File: src/rtl/snm_cfg.svh
// Constants of the status notice manager: offsets, fields, resets, timing
`ifndef SNM_CFG_SVH
`define SNM_CFG_SVH
`define SNM_CLK_NS      10
`define SNM_TICK_NS     1000000
`define SNM_N           13
`define SNM_HDEPTH      5'h10
`define SNM_NAXIS       6
`define SNM_SPDW        20
`define SNM_CODE_BASE   8'h10
`define SNM_A_CTRL      8'h00
`define SNM_A_CMD       8'h04
`define SNM_A_FLAGS     8'h08
`define SNM_A_USEL      8'h0C
`define SNM_A_TEMP      8'h10
`define SNM_A_TCP       8'h14
`define SNM_A_AXIS      8'h18
`define SNM_A_HCNT      8'h1C
`define SNM_A_HSEL      8'h20
`define SNM_A_HCODE     8'h24
`define SNM_A_HTIME     8'h28
`define SNM_B_AUTO      0
`define SNM_B_MECH      1
`define SNM_B_INV       2
`define SNM_B_CLRN      0
`define SNM_B_CLRH      1
`define SNM_CTRL_RST    3'h3
`define SNM_TEMP_RST    8'h55
`define SNM_I_USER      0
`define SNM_I_TEMP      1
`define SNM_I_TCP       2
`define SNM_I_AXIS      3
`define SNM_I_START     4
`define SNM_I_HOME      5
`define SNM_I_PRE       6
`define SNM_I_MECH      7
`define SNM_I_LINK      8
`define SNM_I_TPOS      9
`define SNM_I_TNEG      10
`define SNM_I_APOS      11
`define SNM_I_ANEG      12
`endif

File: src/rtl/snm_pkg.sv
// Types of the status notice manager
`default_nettype none
`include "snm_cfg.svh"
package snm_pkg;
  typedef logic [`SNM_N-1:0] snm_vec_t;
  typedef struct packed {
    logic [7:0]  code;
    logic [3:0]  item;
    logic [31:0] stamp;
  } snm_entry_t;
  typedef snm_entry_t [15:0] snm_mem_t;
  typedef struct packed {
    logic [3:0]  s1, s2, s3, pin, pin_d;
    snm_vec_t    flags, pend;
    logic        summary;
    logic [3:0]  ok;
    logic [3:0]  head;
    logic [4:0]  count;
    logic [31:0] tcnt, stamp;
    logic [2:0]  ctrl;
    logic [3:0]  usel, hsel;
    logic [7:0]  temp_th;
    logic [19:0] tcp_th, axis_th;
    logic        aw_full, w_full;
    logic [7:0]  awaddr;
    logic [31:0] wdata;
    logic [3:0]  wstrb;
    logic        awready, wready, bvalid, arready, rvalid;
    logic [1:0]  bresp, rresp;
    logic [31:0] rdata;
  } snm_state_t;
  typedef struct packed {
    snm_mem_t   mem;
    snm_entry_t rdata;
  } snm_mstate_t;
endpackage
`default_nettype wire

File: src/rtl/snm_hist_if.sv
// History memory port between the manager and its memory
`default_nettype none
interface snm_hist_if;
  import snm_pkg::*;
  logic       we;
  logic [3:0] waddr;
  logic [3:0] raddr;
  snm_entry_t wdata;
  snm_entry_t rdata;
  modport wr (output we, waddr, wdata, raddr, input rdata);
  modport mem (input we, waddr, wdata, raddr, output rdata);
endinterface
`default_nettype wire

File: src/rtl/snm_hist_mem.sv
// Sixteen-entry notice history memory with registered read
`default_nettype none
module snm_hist_mem
  import snm_pkg::*;
(
  input  wire logic   aclk,
  input  wire logic   aresetn,
  snm_hist_if.mem     hp
);
  snm_mstate_t s;
  snm_mstate_t next_s;

  always_comb
  begin
    next_s = s;
    if (hp.we)
    begin
      next_s.mem[hp.waddr] = hp.wdata;
    end
    next_s.rdata = s.mem[hp.raddr];
  end

  // Contents need no reset; the count in the manager says what is valid
  always_ff @(posedge aclk)
  begin
    s <= next_s;
    if (!aresetn)
    begin
      s.rdata <= '0;
    end
  end

  assign hp.rdata = s.rdata;
endmodule
`default_nettype wire

File: src/rtl/snm_top.sv
// Status notice manager: notice flags, clearing, history, AXI4-Lite registers
`default_nettype none
`include "snm_cfg.svh"
module snm_top
  import snm_pkg::*;
#(
  parameter int TICK_CYCLES = `SNM_TICK_NS / `SNM_CLK_NS
)
(
  input  wire logic                            aclk,
  input  wire logic                            aresetn,
  input  wire logic [31:0]                     s_axi_awaddr,
  input  wire logic [2:0]                      s_axi_awprot,
  input  wire logic                            s_axi_awvalid,
  output logic                                 s_axi_awready,
  input  wire logic [31:0]                     s_axi_wdata,
  input  wire logic [3:0]                      s_axi_wstrb,
  input  wire logic                            s_axi_wvalid,
  output logic                                 s_axi_wready,
  output logic [1:0]                           s_axi_bresp,
  output logic                                 s_axi_bvalid,
  input  wire logic                            s_axi_bready,
  input  wire logic [31:0]                     s_axi_araddr,
  input  wire logic [2:0]                      s_axi_arprot,
  input  wire logic                            s_axi_arvalid,
  output logic                                 s_axi_arready,
  output logic [31:0]                          s_axi_rdata,
  output logic [1:0]                           s_axi_rresp,
  output logic                                 s_axi_rvalid,
  input  wire logic                            s_axi_rready,
  input  wire logic [15:0]                     user_io,
  input  wire logic [7:0]                      temp_value,
  input  wire logic [19:0]                     tcp_speed,
  input  wire logic [`SNM_NAXIS*`SNM_SPDW-1:0] axis_speed,
  input  wire logic                            start_req,
  input  wire logic                            start_blocked,
  input  wire logic                            motion_ready,
  input  wire logic                            op_started,
  input  wire logic                            user_coords_set_output,
  input  wire logic                            home_all_input,
  input  wire logic                            home_robot_input,
  input  wire logic                            coordinate_preset_input,
  input  wire logic                            origin_rewritten,
  input  wire logic                            mech_mismatch,
  input  wire logic                            link_err,
  input  wire logic                            link_ok,
  input  wire logic [2:0]                      tool_over_pos,
  input  wire logic [2:0]                      tool_over_neg,
  input  wire logic [`SNM_NAXIS-1:0]           axis_over_pos,
  input  wire logic [`SNM_NAXIS-1:0]           axis_over_neg,
  input  wire logic                            notice_clear_input,
  output logic [`SNM_N-1:0]                    notice_bits,
  output logic                                 notice_summary_output
);
  snm_state_t            s;
  snm_state_t            next_s;
  snm_vec_t              raise;
  snm_vec_t              cond;
  snm_vec_t              clr;
  snm_vec_t              newr;
  logic                  clr_req;
  logic                  cmd_clrn;
  logic                  cmd_clrh;
  logic                  do_wr;
  logic                  sel_bit;
  logic [3:0]            pick;
  logic [3:0]            rise;
  logic [31:0]           wm;
  logic [31:0]           rd;
  logic                  rd_ok;
  logic [`SNM_NAXIS-1:0] ax_hi;
  logic [`SNM_NAXIS-1:0] ax_lo;
  snm_hist_if            hif ();

  // Per-axis speed compare against the shared threshold
  for (genvar g = 0; g < `SNM_NAXIS; g++)
  begin : g_ax
    assign ax_hi[g] = axis_speed[g*`SNM_SPDW +: `SNM_SPDW] > s.axis_th;
    assign ax_lo[g] = axis_speed[g*`SNM_SPDW +: `SNM_SPDW] < s.axis_th;
  end

  snm_hist_mem u_mem (
    .aclk    (aclk),
    .aresetn (aresetn),
    .hp      (hif.mem)
  );

  assign hif.we    = |s.pend;
  assign hif.waddr = s.head;
  assign hif.wdata = {`SNM_CODE_BASE + {4'h0, pick}, pick, s.stamp};
  // Newest entry sits at index 0 of the readout
  assign hif.raddr = s.head - 4'h1 - s.hsel;

  always_comb
  begin
    next_s = s;
    // Pins: three stages, a change counts once stages two and three agree
    next_s.s1 = {coordinate_preset_input, home_robot_input, home_all_input,
                 notice_clear_input};
    next_s.s2 = s.s1;
    next_s.s3 = s.s2;
    next_s.pin = (~(s.s2 ^ s.s3) & s.s3) | ((s.s2 ^ s.s3) & s.pin);
    next_s.pin_d = s.pin;
    rise = s.pin & ~s.pin_d;

    // AXI write channel latches, either order
    do_wr = s.aw_full && s.w_full && !s.bvalid;
    wm = {{8{s.wstrb[3]}}, {8{s.wstrb[2]}}, {8{s.wstrb[1]}}, {8{s.wstrb[0]}}};
    cmd_clrn = do_wr && s.awaddr == `SNM_A_CMD && s.wstrb[0] && s.wdata[`SNM_B_CLRN];
    cmd_clrh = do_wr && s.awaddr == `SNM_A_CMD && s.wstrb[0] && s.wdata[`SNM_B_CLRH];

    // Causes and clear conditions
    raise = '0;
    cond = '0;
    sel_bit = user_io[s.usel] ^ s.ctrl[`SNM_B_INV];
    raise[`SNM_I_USER] = sel_bit;
    cond[`SNM_I_USER] = !sel_bit;
    raise[`SNM_I_TEMP] = temp_value > s.temp_th;
    cond[`SNM_I_TEMP] = temp_value < s.temp_th;
    // Zero threshold disables the speed notices
    raise[`SNM_I_TCP] = s.tcp_th != 20'h0_0000 && tcp_speed > s.tcp_th;
    cond[`SNM_I_TCP] = s.tcp_th == 20'h0_0000 || tcp_speed < s.tcp_th;
    raise[`SNM_I_AXIS] = s.axis_th != 20'h0_0000 && |ax_hi;
    cond[`SNM_I_AXIS] = s.axis_th == 20'h0_0000 || &ax_lo;
    raise[`SNM_I_START] = start_req && (start_blocked || !motion_ready);
    cond[`SNM_I_START] = s.ok[0];
    raise[`SNM_I_HOME] = (rise[1] || rise[2]) && !user_coords_set_output;
    cond[`SNM_I_HOME] = s.ok[1];
    raise[`SNM_I_PRE] = rise[3];
    cond[`SNM_I_PRE] = s.ok[2];
    raise[`SNM_I_MECH] = s.ctrl[`SNM_B_MECH] && mech_mismatch;
    cond[`SNM_I_MECH] = !s.ctrl[`SNM_B_MECH] || !mech_mismatch;
    raise[`SNM_I_LINK] = link_err;
    cond[`SNM_I_LINK] = s.ok[3];
    raise[`SNM_I_TPOS] = |tool_over_pos;
    cond[`SNM_I_TPOS] = ~|tool_over_pos;
    raise[`SNM_I_TNEG] = |tool_over_neg;
    cond[`SNM_I_TNEG] = ~|tool_over_neg;
    raise[`SNM_I_APOS] = |axis_over_pos;
    cond[`SNM_I_APOS] = ~|axis_over_pos;
    raise[`SNM_I_ANEG] = |axis_over_neg;
    cond[`SNM_I_ANEG] = ~|axis_over_neg;

    // Event-type clears are remembered until the notice rises again
    next_s.ok[0] = (s.ok[0] | op_started) & !raise[`SNM_I_START];
    next_s.ok[1] = (s.ok[1] | op_started) & !raise[`SNM_I_HOME];
    next_s.ok[2] = (s.ok[2] | origin_rewritten) & !raise[`SNM_I_PRE];
    next_s.ok[3] = (s.ok[3] | link_ok) & !raise[`SNM_I_LINK];

    clr_req = cmd_clrn || s.pin[0];
    if (s.ctrl[`SNM_B_AUTO])
    begin
      clr = cond;
    end
    else
    begin
      clr = clr_req ? cond : '0;
    end
    // A cause in the clearing cycle wins
    next_s.flags = (s.flags & ~clr) | raise;
    next_s.summary = |next_s.flags;

    // History: one new notice recorded per cycle, lowest index first
    newr = raise & ~s.flags;
    pick = 4'h0;
    for (int i = `SNM_N - 1; i >= 0; i--)
    begin
      if (s.pend[i])
      begin
        pick = 4'(i);
      end
    end
    next_s.pend = newr;
    if (|s.pend)
    begin
      next_s.pend = (s.pend & ~(snm_vec_t'(1) << pick)) | newr;
      next_s.head = s.head + 4'h1;
      // Saturating count; the head overwrites the oldest slot
      if (s.count != `SNM_HDEPTH)
      begin
        next_s.count = s.count + 5'h01;
      end
    end
    if (cmd_clrh)
    begin
      next_s.count = 5'h00;
    end

    // Millisecond time stamp
    next_s.tcnt = s.tcnt + 32'h0000_0001;
    if (s.tcnt == 32'(TICK_CYCLES - 1))
    begin
      next_s.tcnt = 32'h0000_0000;
      next_s.stamp = s.stamp + 32'h0000_0001;
    end

    // AXI write
    if (s_axi_awvalid && s.awready)
    begin
      next_s.aw_full = 1'b1;
      next_s.awaddr = {s_axi_awaddr[7:2], 2'b00};
    end
    if (s_axi_wvalid && s.wready)
    begin
      next_s.w_full = 1'b1;
      next_s.wdata = s_axi_wdata;
      next_s.wstrb = s_axi_wstrb;
    end
    if (s.bvalid && s_axi_bready)
    begin
      next_s.bvalid = 1'b0;
    end
    if (do_wr)
    begin
      next_s.aw_full = 1'b0;
      next_s.w_full = 1'b0;
      next_s.bvalid = 1'b1;
      next_s.bresp = 2'b00;
      unique case (s.awaddr)
        `SNM_A_CTRL:
          next_s.ctrl = 3'(({29'h0, s.ctrl} & ~wm) | (s.wdata & wm));
        `SNM_A_USEL:
          next_s.usel = 4'(({28'h0, s.usel} & ~wm) | (s.wdata & wm));
        `SNM_A_TEMP:
          next_s.temp_th = 8'(({24'h0, s.temp_th} & ~wm) | (s.wdata & wm));
        `SNM_A_TCP:
          next_s.tcp_th = 20'(({12'h0, s.tcp_th} & ~wm) | (s.wdata & wm));
        `SNM_A_AXIS:
          next_s.axis_th = 20'(({12'h0, s.axis_th} & ~wm) | (s.wdata & wm));
        `SNM_A_HSEL:
          next_s.hsel = 4'(({28'h0, s.hsel} & ~wm) | (s.wdata & wm));
        `SNM_A_CMD, `SNM_A_FLAGS, `SNM_A_HCNT, `SNM_A_HCODE, `SNM_A_HTIME: ;
        default:
          next_s.bresp = 2'b10;
      endcase
    end
    // One write at a time: no new address until the response is taken
    next_s.awready = !next_s.aw_full && !next_s.bvalid;
    next_s.wready = !next_s.w_full && !next_s.bvalid;

    // AXI read
    rd = 32'h0000_0000;
    rd_ok = 1'b1;
    unique case ({s_axi_araddr[7:2], 2'b00})
      `SNM_A_CTRL:  rd = {29'h0, s.ctrl};
      `SNM_A_CMD:   rd = 32'h0000_0000;
      `SNM_A_FLAGS: rd = {19'h0, s.flags};
      `SNM_A_USEL:  rd = {28'h0, s.usel};
      `SNM_A_TEMP:  rd = {24'h0, s.temp_th};
      `SNM_A_TCP:   rd = {12'h0, s.tcp_th};
      `SNM_A_AXIS:  rd = {12'h0, s.axis_th};
      `SNM_A_HCNT:  rd = {27'h0, s.count};
      `SNM_A_HSEL:  rd = {28'h0, s.hsel};
      `SNM_A_HCODE: rd = {20'h0, hif.rdata.item, hif.rdata.code};
      `SNM_A_HTIME: rd = hif.rdata.stamp;
      default:      rd_ok = 1'b0;
    endcase
    if (s.rvalid && s_axi_rready)
    begin
      next_s.rvalid = 1'b0;
    end
    if (s_axi_arvalid && s.arready)
    begin
      next_s.rvalid = 1'b1;
      next_s.rdata = rd;
      next_s.rresp = rd_ok ? 2'b00 : 2'b10;
    end
    next_s.arready = !next_s.rvalid;
  end

  always_ff @(posedge aclk)
  begin
    if (!aresetn)
    begin
      s <= '0;
      s.ctrl <= `SNM_CTRL_RST;
      s.temp_th <= `SNM_TEMP_RST;
    end
    else
    begin
      s <= next_s;
    end
  end

  assign s_axi_awready = s.awready;
  assign s_axi_wready = s.wready;
  assign s_axi_bvalid = s.bvalid;
  assign s_axi_bresp = s.bresp;
  assign s_axi_arready = s.arready;
  assign s_axi_rvalid = s.rvalid;
  assign s_axi_rdata = s.rdata;
  assign s_axi_rresp = s.rresp;
  assign notice_bits = s.flags;
  assign notice_summary_output = s.summary;
endmodule
`default_nettype wire

File: config.mk
export PLATFORM = sky130hd
export DESIGN_NAME = snm_top
export DESIGN_NICKNAME = d
export VERILOG_FILES = /design/src/rtl/snm_pkg.sv /design/src/rtl/snm_hist_if.sv /design/src/rtl/snm_hist_mem.sv /design/src/rtl/snm_top.sv
export VERILOG_INCLUDE_DIRS = /design/src /design/src/rtl
export SDC_FILE = /design/constraint.sdc
export NUM_CORES = 1
export LEC_CHECK = 0
export ABC_AREA = 1
export BUFFER_PORTS_ARGS = -buffer_cell sky130_fd_sc_hd__buf_2
export CELL_PAD_IN_SITES_DETAIL_PLACEMENT = 0
export CELL_PAD_IN_SITES_GLOBAL_PLACEMENT = 1
export CORE_ASPECT_RATIO = 1.5
export CORE_MARGIN = 1.5
export CORE_UTILIZATION = 48
export CTS_BUF_LIST = sky130_fd_sc_hd__clkbuf_4 sky130_fd_sc_hd__clkbuf_8
export CTS_CLUSTER_DIAMETER = 40
export DETAILED_ROUTE_END_ITERATION = 8
export GPL_ROUTABILITY_DRIVEN = 0
export MAX_ROUTING_LAYER = met4
export PLACE_DENSITY_LB_ADDON = 0.1
export SYNTH_ARGS = -nofsm -noshare
export SYNTH_HDL_FRONTEND = slang
export SYNTH_SLANG_ARGS = --single-unit
export TNS_END_PERCENT = 20
File: constraint.sdc
create_clock -name aclk -period 4 [get_ports aclk]
set_input_delay 0.2 -clock aclk [delete_from_list [all_inputs] [get_ports aclk]]
set_output_delay 0.2 -clock aclk [all_outputs]
set_load 0.005 [all_outputs]
==> results of run 1 <==
==> timing repair <==
| item | CTS | global route |
|---|---|---|
| setup buffers | 0 | 0 |
| hold buffers | 90 | 0 |
| endpoints found under the hold margin | 115 | 0 |
==> worst reg2reg max path, cell delays in order (launching register included) <==
cell and delay (ns):
dfxtp_1 0.32, inv_1 0.08, ha_4 0.17, fa_4 1.33
buf_4 0.54, o21ai_0 0.17, o32ai_1 0.16, mux2_2 0.21
o21ai_1 0.06, nor2_1 0.11
==> final timing paths <==
kind | start | end | slack (ns) | depth (start not counted)
setup reg to reg | flop | u_mem.hp.rdata[20]$_SDFF_PN0_ | 0.78 | 9
hold reg to reg | next_s[262]$_SDFF_PN0_ | next_s[258]$_SDFF_PN0_ | 0.42 | 2
hold / removal | user_io[15] | s[224]$_SDFF_PN0_ | 0.06 | 7
setup / recovery | flop | u_mem.hp.rdata[20]$_SDFF_PN0_ | 0.78 | 9
==> final cells by class <==
cell class                      instances  area (um^2)
Multi-Input combinational cell       2502        13900
Fill cell                            7189        35300
Clock buffer                          199         2420
Sequential cell                       865        23100
Tap cell                             1032         1290
Inverter                              280         1060
Clock inverter                         46          345
Antenna cell                            1         2.50
Timing Repair Buffer                  432         2850
==> state kept, by name, summed over array words and instances, names as in the netlist, 4 cells and up, named ones only <==
signal and cells:
s_axi_rdata 32, s 88, hif.waddr 4, u_mem.s 576, u_mem.hp.rdata 37, hif.wdata 32
notice_bits 13, cond 4, next_s 8
==> power breakdown <==
part | leakage, nW | internal [mW] | switching (mW)
clock network | 1.45 | 4.15 | 3.44
logic | 7.89 | 1.14 | 1.80
registers | 7.68 | 9.85 | 0.218
==> metal layers <==
metal | part of all wire [%] | GRT usage (%) | vias up | routed length [um]
met2 | 52 | 50.2 | 748 | 59000
met3 | 4.6 | 4.18 | 188 | 5170
met4 | 3.0 | 9.56 | 0 | 3330
met5 | 0 | - | - | 0
met1 | 40 | 31.9 | 14000 | 45400
li1 | - | - | 14200 | -
==> logic make-up after synthesis <==
family                   count (synthesis)  share of synthesized area (%)
AND/OR/NAND/NOR                       1469                           15.5
multiplexers                            72                           2.08
adder cells (fa/ha/maj)                160                           5.15
AO/OA/AOI/OAI                          765                           11.7
XOR/XNOR                                34                          0.764
buffers and inverters                  494                           5.52
other                                    1                        0.00962
flip-flops                             865                           59.2
==> synth_stat cells, drive strengths merged, types with 6 or more instances <==
| cell | count |
|---|---|
| nand4 | 46 |
| a221oi | 8 |
| o32ai | 144 |
| clkbuf | 87 |
| ha | 159 |
| nand2 | 511 |
| or2 | 14 |
| mux2 | 72 |
| inv | 275 |
| xor2 | 26 |
| a21oi | 226 |
| edfxtp | 576 |
| nor2 | 734 |
| dfxtp | 289 |
| o211ai | 11 |
| nor3 | 49 |
| nand3 | 78 |
| nor4 | 24 |
| nor3b | 11 |
| xnor2 | 8 |
| a21o | 6 |
| buf | 127 |
| o21ai | 323 |
| o221ai | 12 |
| o22ai | 9 |
==> stage by stage <==
step / instances / total power, mW / hold WS, ns / setup slack, ns / cell area (um^2)
floorplan: 3861 / 12.1 / 0.228 / 1.20 / 39000
global placement: 5021 / 13.1 / 0.380 / 0.822 / 41300
detailed placement: 5021 / 13.1 / 0.389 / 0.771 / 41300
CTS: 5356 / 20.8 / 0.00580 / 0.783 / 45000
global route: 5357 / 21.5 / 0.0784 / 0.534 / 45000
finish: 5357 / 20.6 / 0.0598 / 0.783 / 45000
==> metrics.yaml, run 1 <==
logic_synthesis:
  netlist_area_mm2: 0.0390
  ys_seq_area_share_pct: 59.2
  synth_seq_cells: 865
  yosys_warnings: 0
  syn_avg_cell_area_um2: 10.1
  netlist_instances: 3860
  ys_types: 56
  synth_edf_count: 576
  synth_top_cell_by_area: "edfxtp_1"
  yosysTopAreaCellShare_pct: 44.4
  ys.flop_type: "edfxtp_1"
  async_flop_share_pct: 0
  synthTopCellsByArea: "edfxtp_1 (44%), dfxtp_1 (15%), nor2_1 (7.0%)"
routing:
  drt-wirelength-per-cell_um: 21.1
  dr.first_iter.drc_count: 1802
  drt_first_pass_iters: 5
  via_count: 29100
  ant_nets: 0
  drcViolationCount: 0
  vias_per_cell: 5.43
  wl_um: 113000
job:
  maxCapViolations: 0
layout:
  layout_common_cells: "nor2_1 (712), edfxtp_1 (576), nand2_1 (509), o21ai_0 (304), dfxtp_1 (289)"
  layout_commonest_cell: "nor2_1"
  post-route-util_pct: 56.1
  area_growth_pct: 15.4
  fin_nets: 4685
  final_layout_size_suffix_gt1_share_pct: 16.3
sta:
  worst_pin_slew_ns: 1.01
  fin_crit_sh_pct: 80.4
  setup_viol_count_final: 0
  finalCriticalPeriod_ns: 3.22
  setup_tns_ns: 0
  maxSlewHeadroom_pct: 32.2
  hold_viol: 0
  max_clock_freq_ghz: 0.311
  clock_skew_ns: 0.0317
  report.final.slew_viol_count: 0
  rsz0062_at_grt: "no"
global_route:
  grt_pass1_wl_um: 170000
  grt_usage_pct: 28.1
  grt_max_degree: 87
  grt_overflow_total: 0
  grt_pass1_vias: 28600
  antenna_found_initial: 1
pwr:
  power_density_mw_per_mm2: 458
  leakagePower_nw: 17.0
  ir_worst_vdd_mv: 0.290
critical_path:
  max_stage_delay_ns: 1.33
  path_buf_inv: 2
  critPathLaunchType: "flop"
  worstPathCellList: "inv_1, ha_4, fa_4, buf_4, o21ai_0, o32ai_1, mux2_2, o21ai_1, nor2_1"
  cp.arrival_ns: 3.97
  path_class: "flop to flop"
  cp_top_family: "adder cells"
  cp_max_fo: 64
  worstPathRequired_ns: 4.75
  crit_slowest_cell: "fa_4"
  crit_path_end_kind: "flop"
die:
  start_util_pct: 48.6
  die_area_mm2: 0.0830
  core-area_mm2: 0.0802
  die_w_um: 236
  io_pins: 363
  die_y_um: 352
  row_count: 127
clocking:
  root_buffer: "clkbuf_8"
  cts_tree: "done"
  cts_num_sinks: 865
  clock_latency_ns: 0.82
  clock_path_buffers: 3
  cts_max_level: 4
  cts-buffers-inserted: 136
  path_clk_slew_ns: 0.06
  postCtsResizedCells: 0
placement:
  dpl.hpwl_um: 71200
  port_buffers: 289
run_status:
  outcome: "complete, no violations"
hold_path:
  hold_path.class: "input pin to flop"
No activity file was read; power rests on OpenSTA's default activity.
==> run 2: changes to the inputs <==
--- a/config.mk
+++ b/config.mk
@@ -12,7 +12,7 @@
 export CELL_PAD_IN_SITES_GLOBAL_PLACEMENT = 1
 export CORE_ASPECT_RATIO = 1.5
 export CORE_MARGIN = 1.5
-export CORE_UTILIZATION = 48
+export CORE_UTILIZATION = 44
 export CTS_BUF_LIST = sky130_fd_sc_hd__clkbuf_4 sky130_fd_sc_hd__clkbuf_8
 export CTS_CLUSTER_DIAMETER = 40
 export DETAILED_ROUTE_END_ITERATION = 8
==> constraint.sdc (replaced) <==
create_clock -name aclk -period 2.95 [get_ports aclk]
set_input_delay 0.1475 -clock aclk [delete_from_list [all_inputs] [get_ports aclk]]
set_output_delay 0.1475 -clock aclk [all_outputs]
set_load 0.005 [all_outputs]
==> metrics.yaml, run 2 (synthesis gave the netlist of run 1 again) <==
routing:
  wl_met3_um: 5460
  via_count: 29600
  ant_nets: 0
  drcViolationCount: 0
  drt_first_pass_iters: 5
  wl_um: 115000
  dr.first_iter.drc_count: 1829
  dr_wl_met2_um: 59600
  drt-wirelength-per-cell_um: 20.7
  highest_layer: "met4"
  vias_per_cell: 5.31
  wl_met1_um: 46000
layout:
  fin_nets: 4778
  layout_commonest_cell: "nor2_1"
  area_growth_pct: 18.7
  layout_common_cells: "nor2_1 (712), edfxtp_1 (576), nand2_1 (509), o21ai_0 (304)"
  layout.area.seq_mm2: 0.0231
  final_layout_size_suffix_gt1_share_pct: 17.7
  largest_reg_flops: 576
  multi_input_area_mm2: 0.0139
  top_regs: "u_mem.s: 576 flops, s: 88 flops, u_mem.hp.rdata: 37 flops"
  fillers: 8015
  regMostFlops: "u_mem.s"
sta:
  worst_pin_slew_ns: 0.838
  rsz0062_at_grt: "no"
  maxSlewHeadroom_pct: 44.0
  report.final.slew_viol_count: 0
  fin_crit_sh_pct: 93.6
  holdWs_ns: 0.104
  finalCriticalPeriod_ns: 2.76
  hold_viol: 0
  setup_viol_count_final: 0
  clock_skew_ns: 0.0302
  max_clock_freq_ghz: 0.362
  setup_tns_ns: 0
run_status:
  outcome: "complete, no violations"
global_route:
  grt_overflow_total: 0
  grt_pass1_vias: 29600
  grt_pass1_wl_um: 174000
  antenna_found_initial: 2
  grt_max_degree: 97
  grt_usage_pct: 26.3
clocking:
  cts-buffers-inserted: 138
  cts_tree: "done"
  root_buffer: "clkbuf_8"
  cts_max_level: 4
  path_clk_slew_ns: 0.06
  clock_path_buffers: 3
  cts_num_sinks: 865
  clock_latency_ns: 0.82
die:
  die_w_um: 246
  die_y_um: 368
  start_util_pct: 44.5
  core-area_mm2: 0.0877
  row_count: 133
  io_pins: 363
  die_area_mm2: 0.0904
critical_path:
  path_class: "flop to flop"
  cp.arrival_ns: 3.48
  cp_max_fo: 10
  regToRegSetupSlack_ns: 0.19
  crit_path_end_kind: "flop"
  critPathLaunchType: "flop"
  worstPathRequired_ns: 3.67
pwr:
  leakagePower_nw: 17.6
  seq_power_share_pct: 47.8
  power_density_mw_per_mm2: 615
  p_sw_share_pct: 26.9
  p_int_mw: 20.8
  p_switching_mw: 7.65
  power_frac_comb_pct: 14.7
  ir_worst_vdd_mv: 0.469
  clockPowerShare_pct: 37.5
hold_path:
  hold_path.class: "input pin to flop"
job:
  maxCapViolations: 0
placement:
  dpl.hpwl_um: 74500
  port_buffers: 289
-- run 2: cell types whose count changed in the layout (fill, tap and decap cells not counted), sizes merged --
| cell | delta |
|---|---|
| clkbuf | +10 |
| buf | +64 |
| clkinvlp | +3 |
| bufinv | -3 |
| clkinv | -8 |
| inv | +6 |
| dlygate4sd3 | +27 |
| diode | +1 |
-- run 2: per-stage QoR --
step | util [%] | area (um^2) | power [mW] | worst slack [ns] | cells
floorplan | - | 39000 | 16.3 | 0.153 | 3861
global placement | 48.1 | 42200 | 17.9 | 0.277 | 5200
detailed placement | 48.1 | 42200 | 17.9 | 0.268 | 5200
CTS | 52.8 | 46300 | 28.7 | 0.0679 | 5570
global route | 52.8 | 46300 | 29.7 | 0.0552 | 5572
finish | 52.8 | 46300 | 28.5 | 0.190 | 5572
-- run 2: repair_timing --
action	in CTS	in global routing
gates resized for setup	0	2
hold endpoints to repair	173	0
setup buffers	0	0
hold buffers	117	0
setup endpoints to repair	0	2
-- run 2: metal layers --
metal  track usage [%]  up-vias
li1                  -    14400
met3              4.14      209
met5                 -        -
met1              29.8    14200
met4              9.58        0
met2              46.5      772
-- run 2: worst max-delay path, cell delays in order, from the launching register on --
cell           delay (ns)
dfxtp_2              0.43
clkinvlp_4           0.23
nor2_1               0.13
nor2_1               0.04
o21ai_0              0.08
dlygate4sd3_1        0.57
o211ai_1             0.08
nand3_1              0.12
nand3_1              0.11
dlygate4sd3_1        0.58
a211oi_1             0.28
-- run 2: power groups by stage --
stage	Sequential [mW]	Clock, mW	Combinational [mW]
2_1_floorplan	13.7	0	2.61
4_1_cts	13.6	10.9	4.21
3_3_place_gp	13.9	0	4.05
3_5_place_dp	13.9	0	4.06
6_report	13.6	10.7	4.17
5_1_grt	13.6	11.4	4.61
-- run 2: final timing paths --
path | start | endpoint | depth (start not counted)
max | flop | s[224]$_SDFF_PN0_ | 10
min reg2reg | next_s[265]$_SDFF_PN0_ | next_s[261]$_SDFF_PN0_ | 2
min | temp_value[6] | notice_bits[1]$_SDFF_PN0_ | 6
max reg2reg | flop | s[224]$_SDFF_PN0_ | 10
-- run 2: cell type report --
type	count	area share, %
antenna	2	0.0108
clock buffer	209	5.59
clock inverter	44	0.708
inverter	280	2.30
multi-input combinational	2502	30.1
sequential	865	49.9
tap	1147	3.10
timing repair buffer	523	8.30
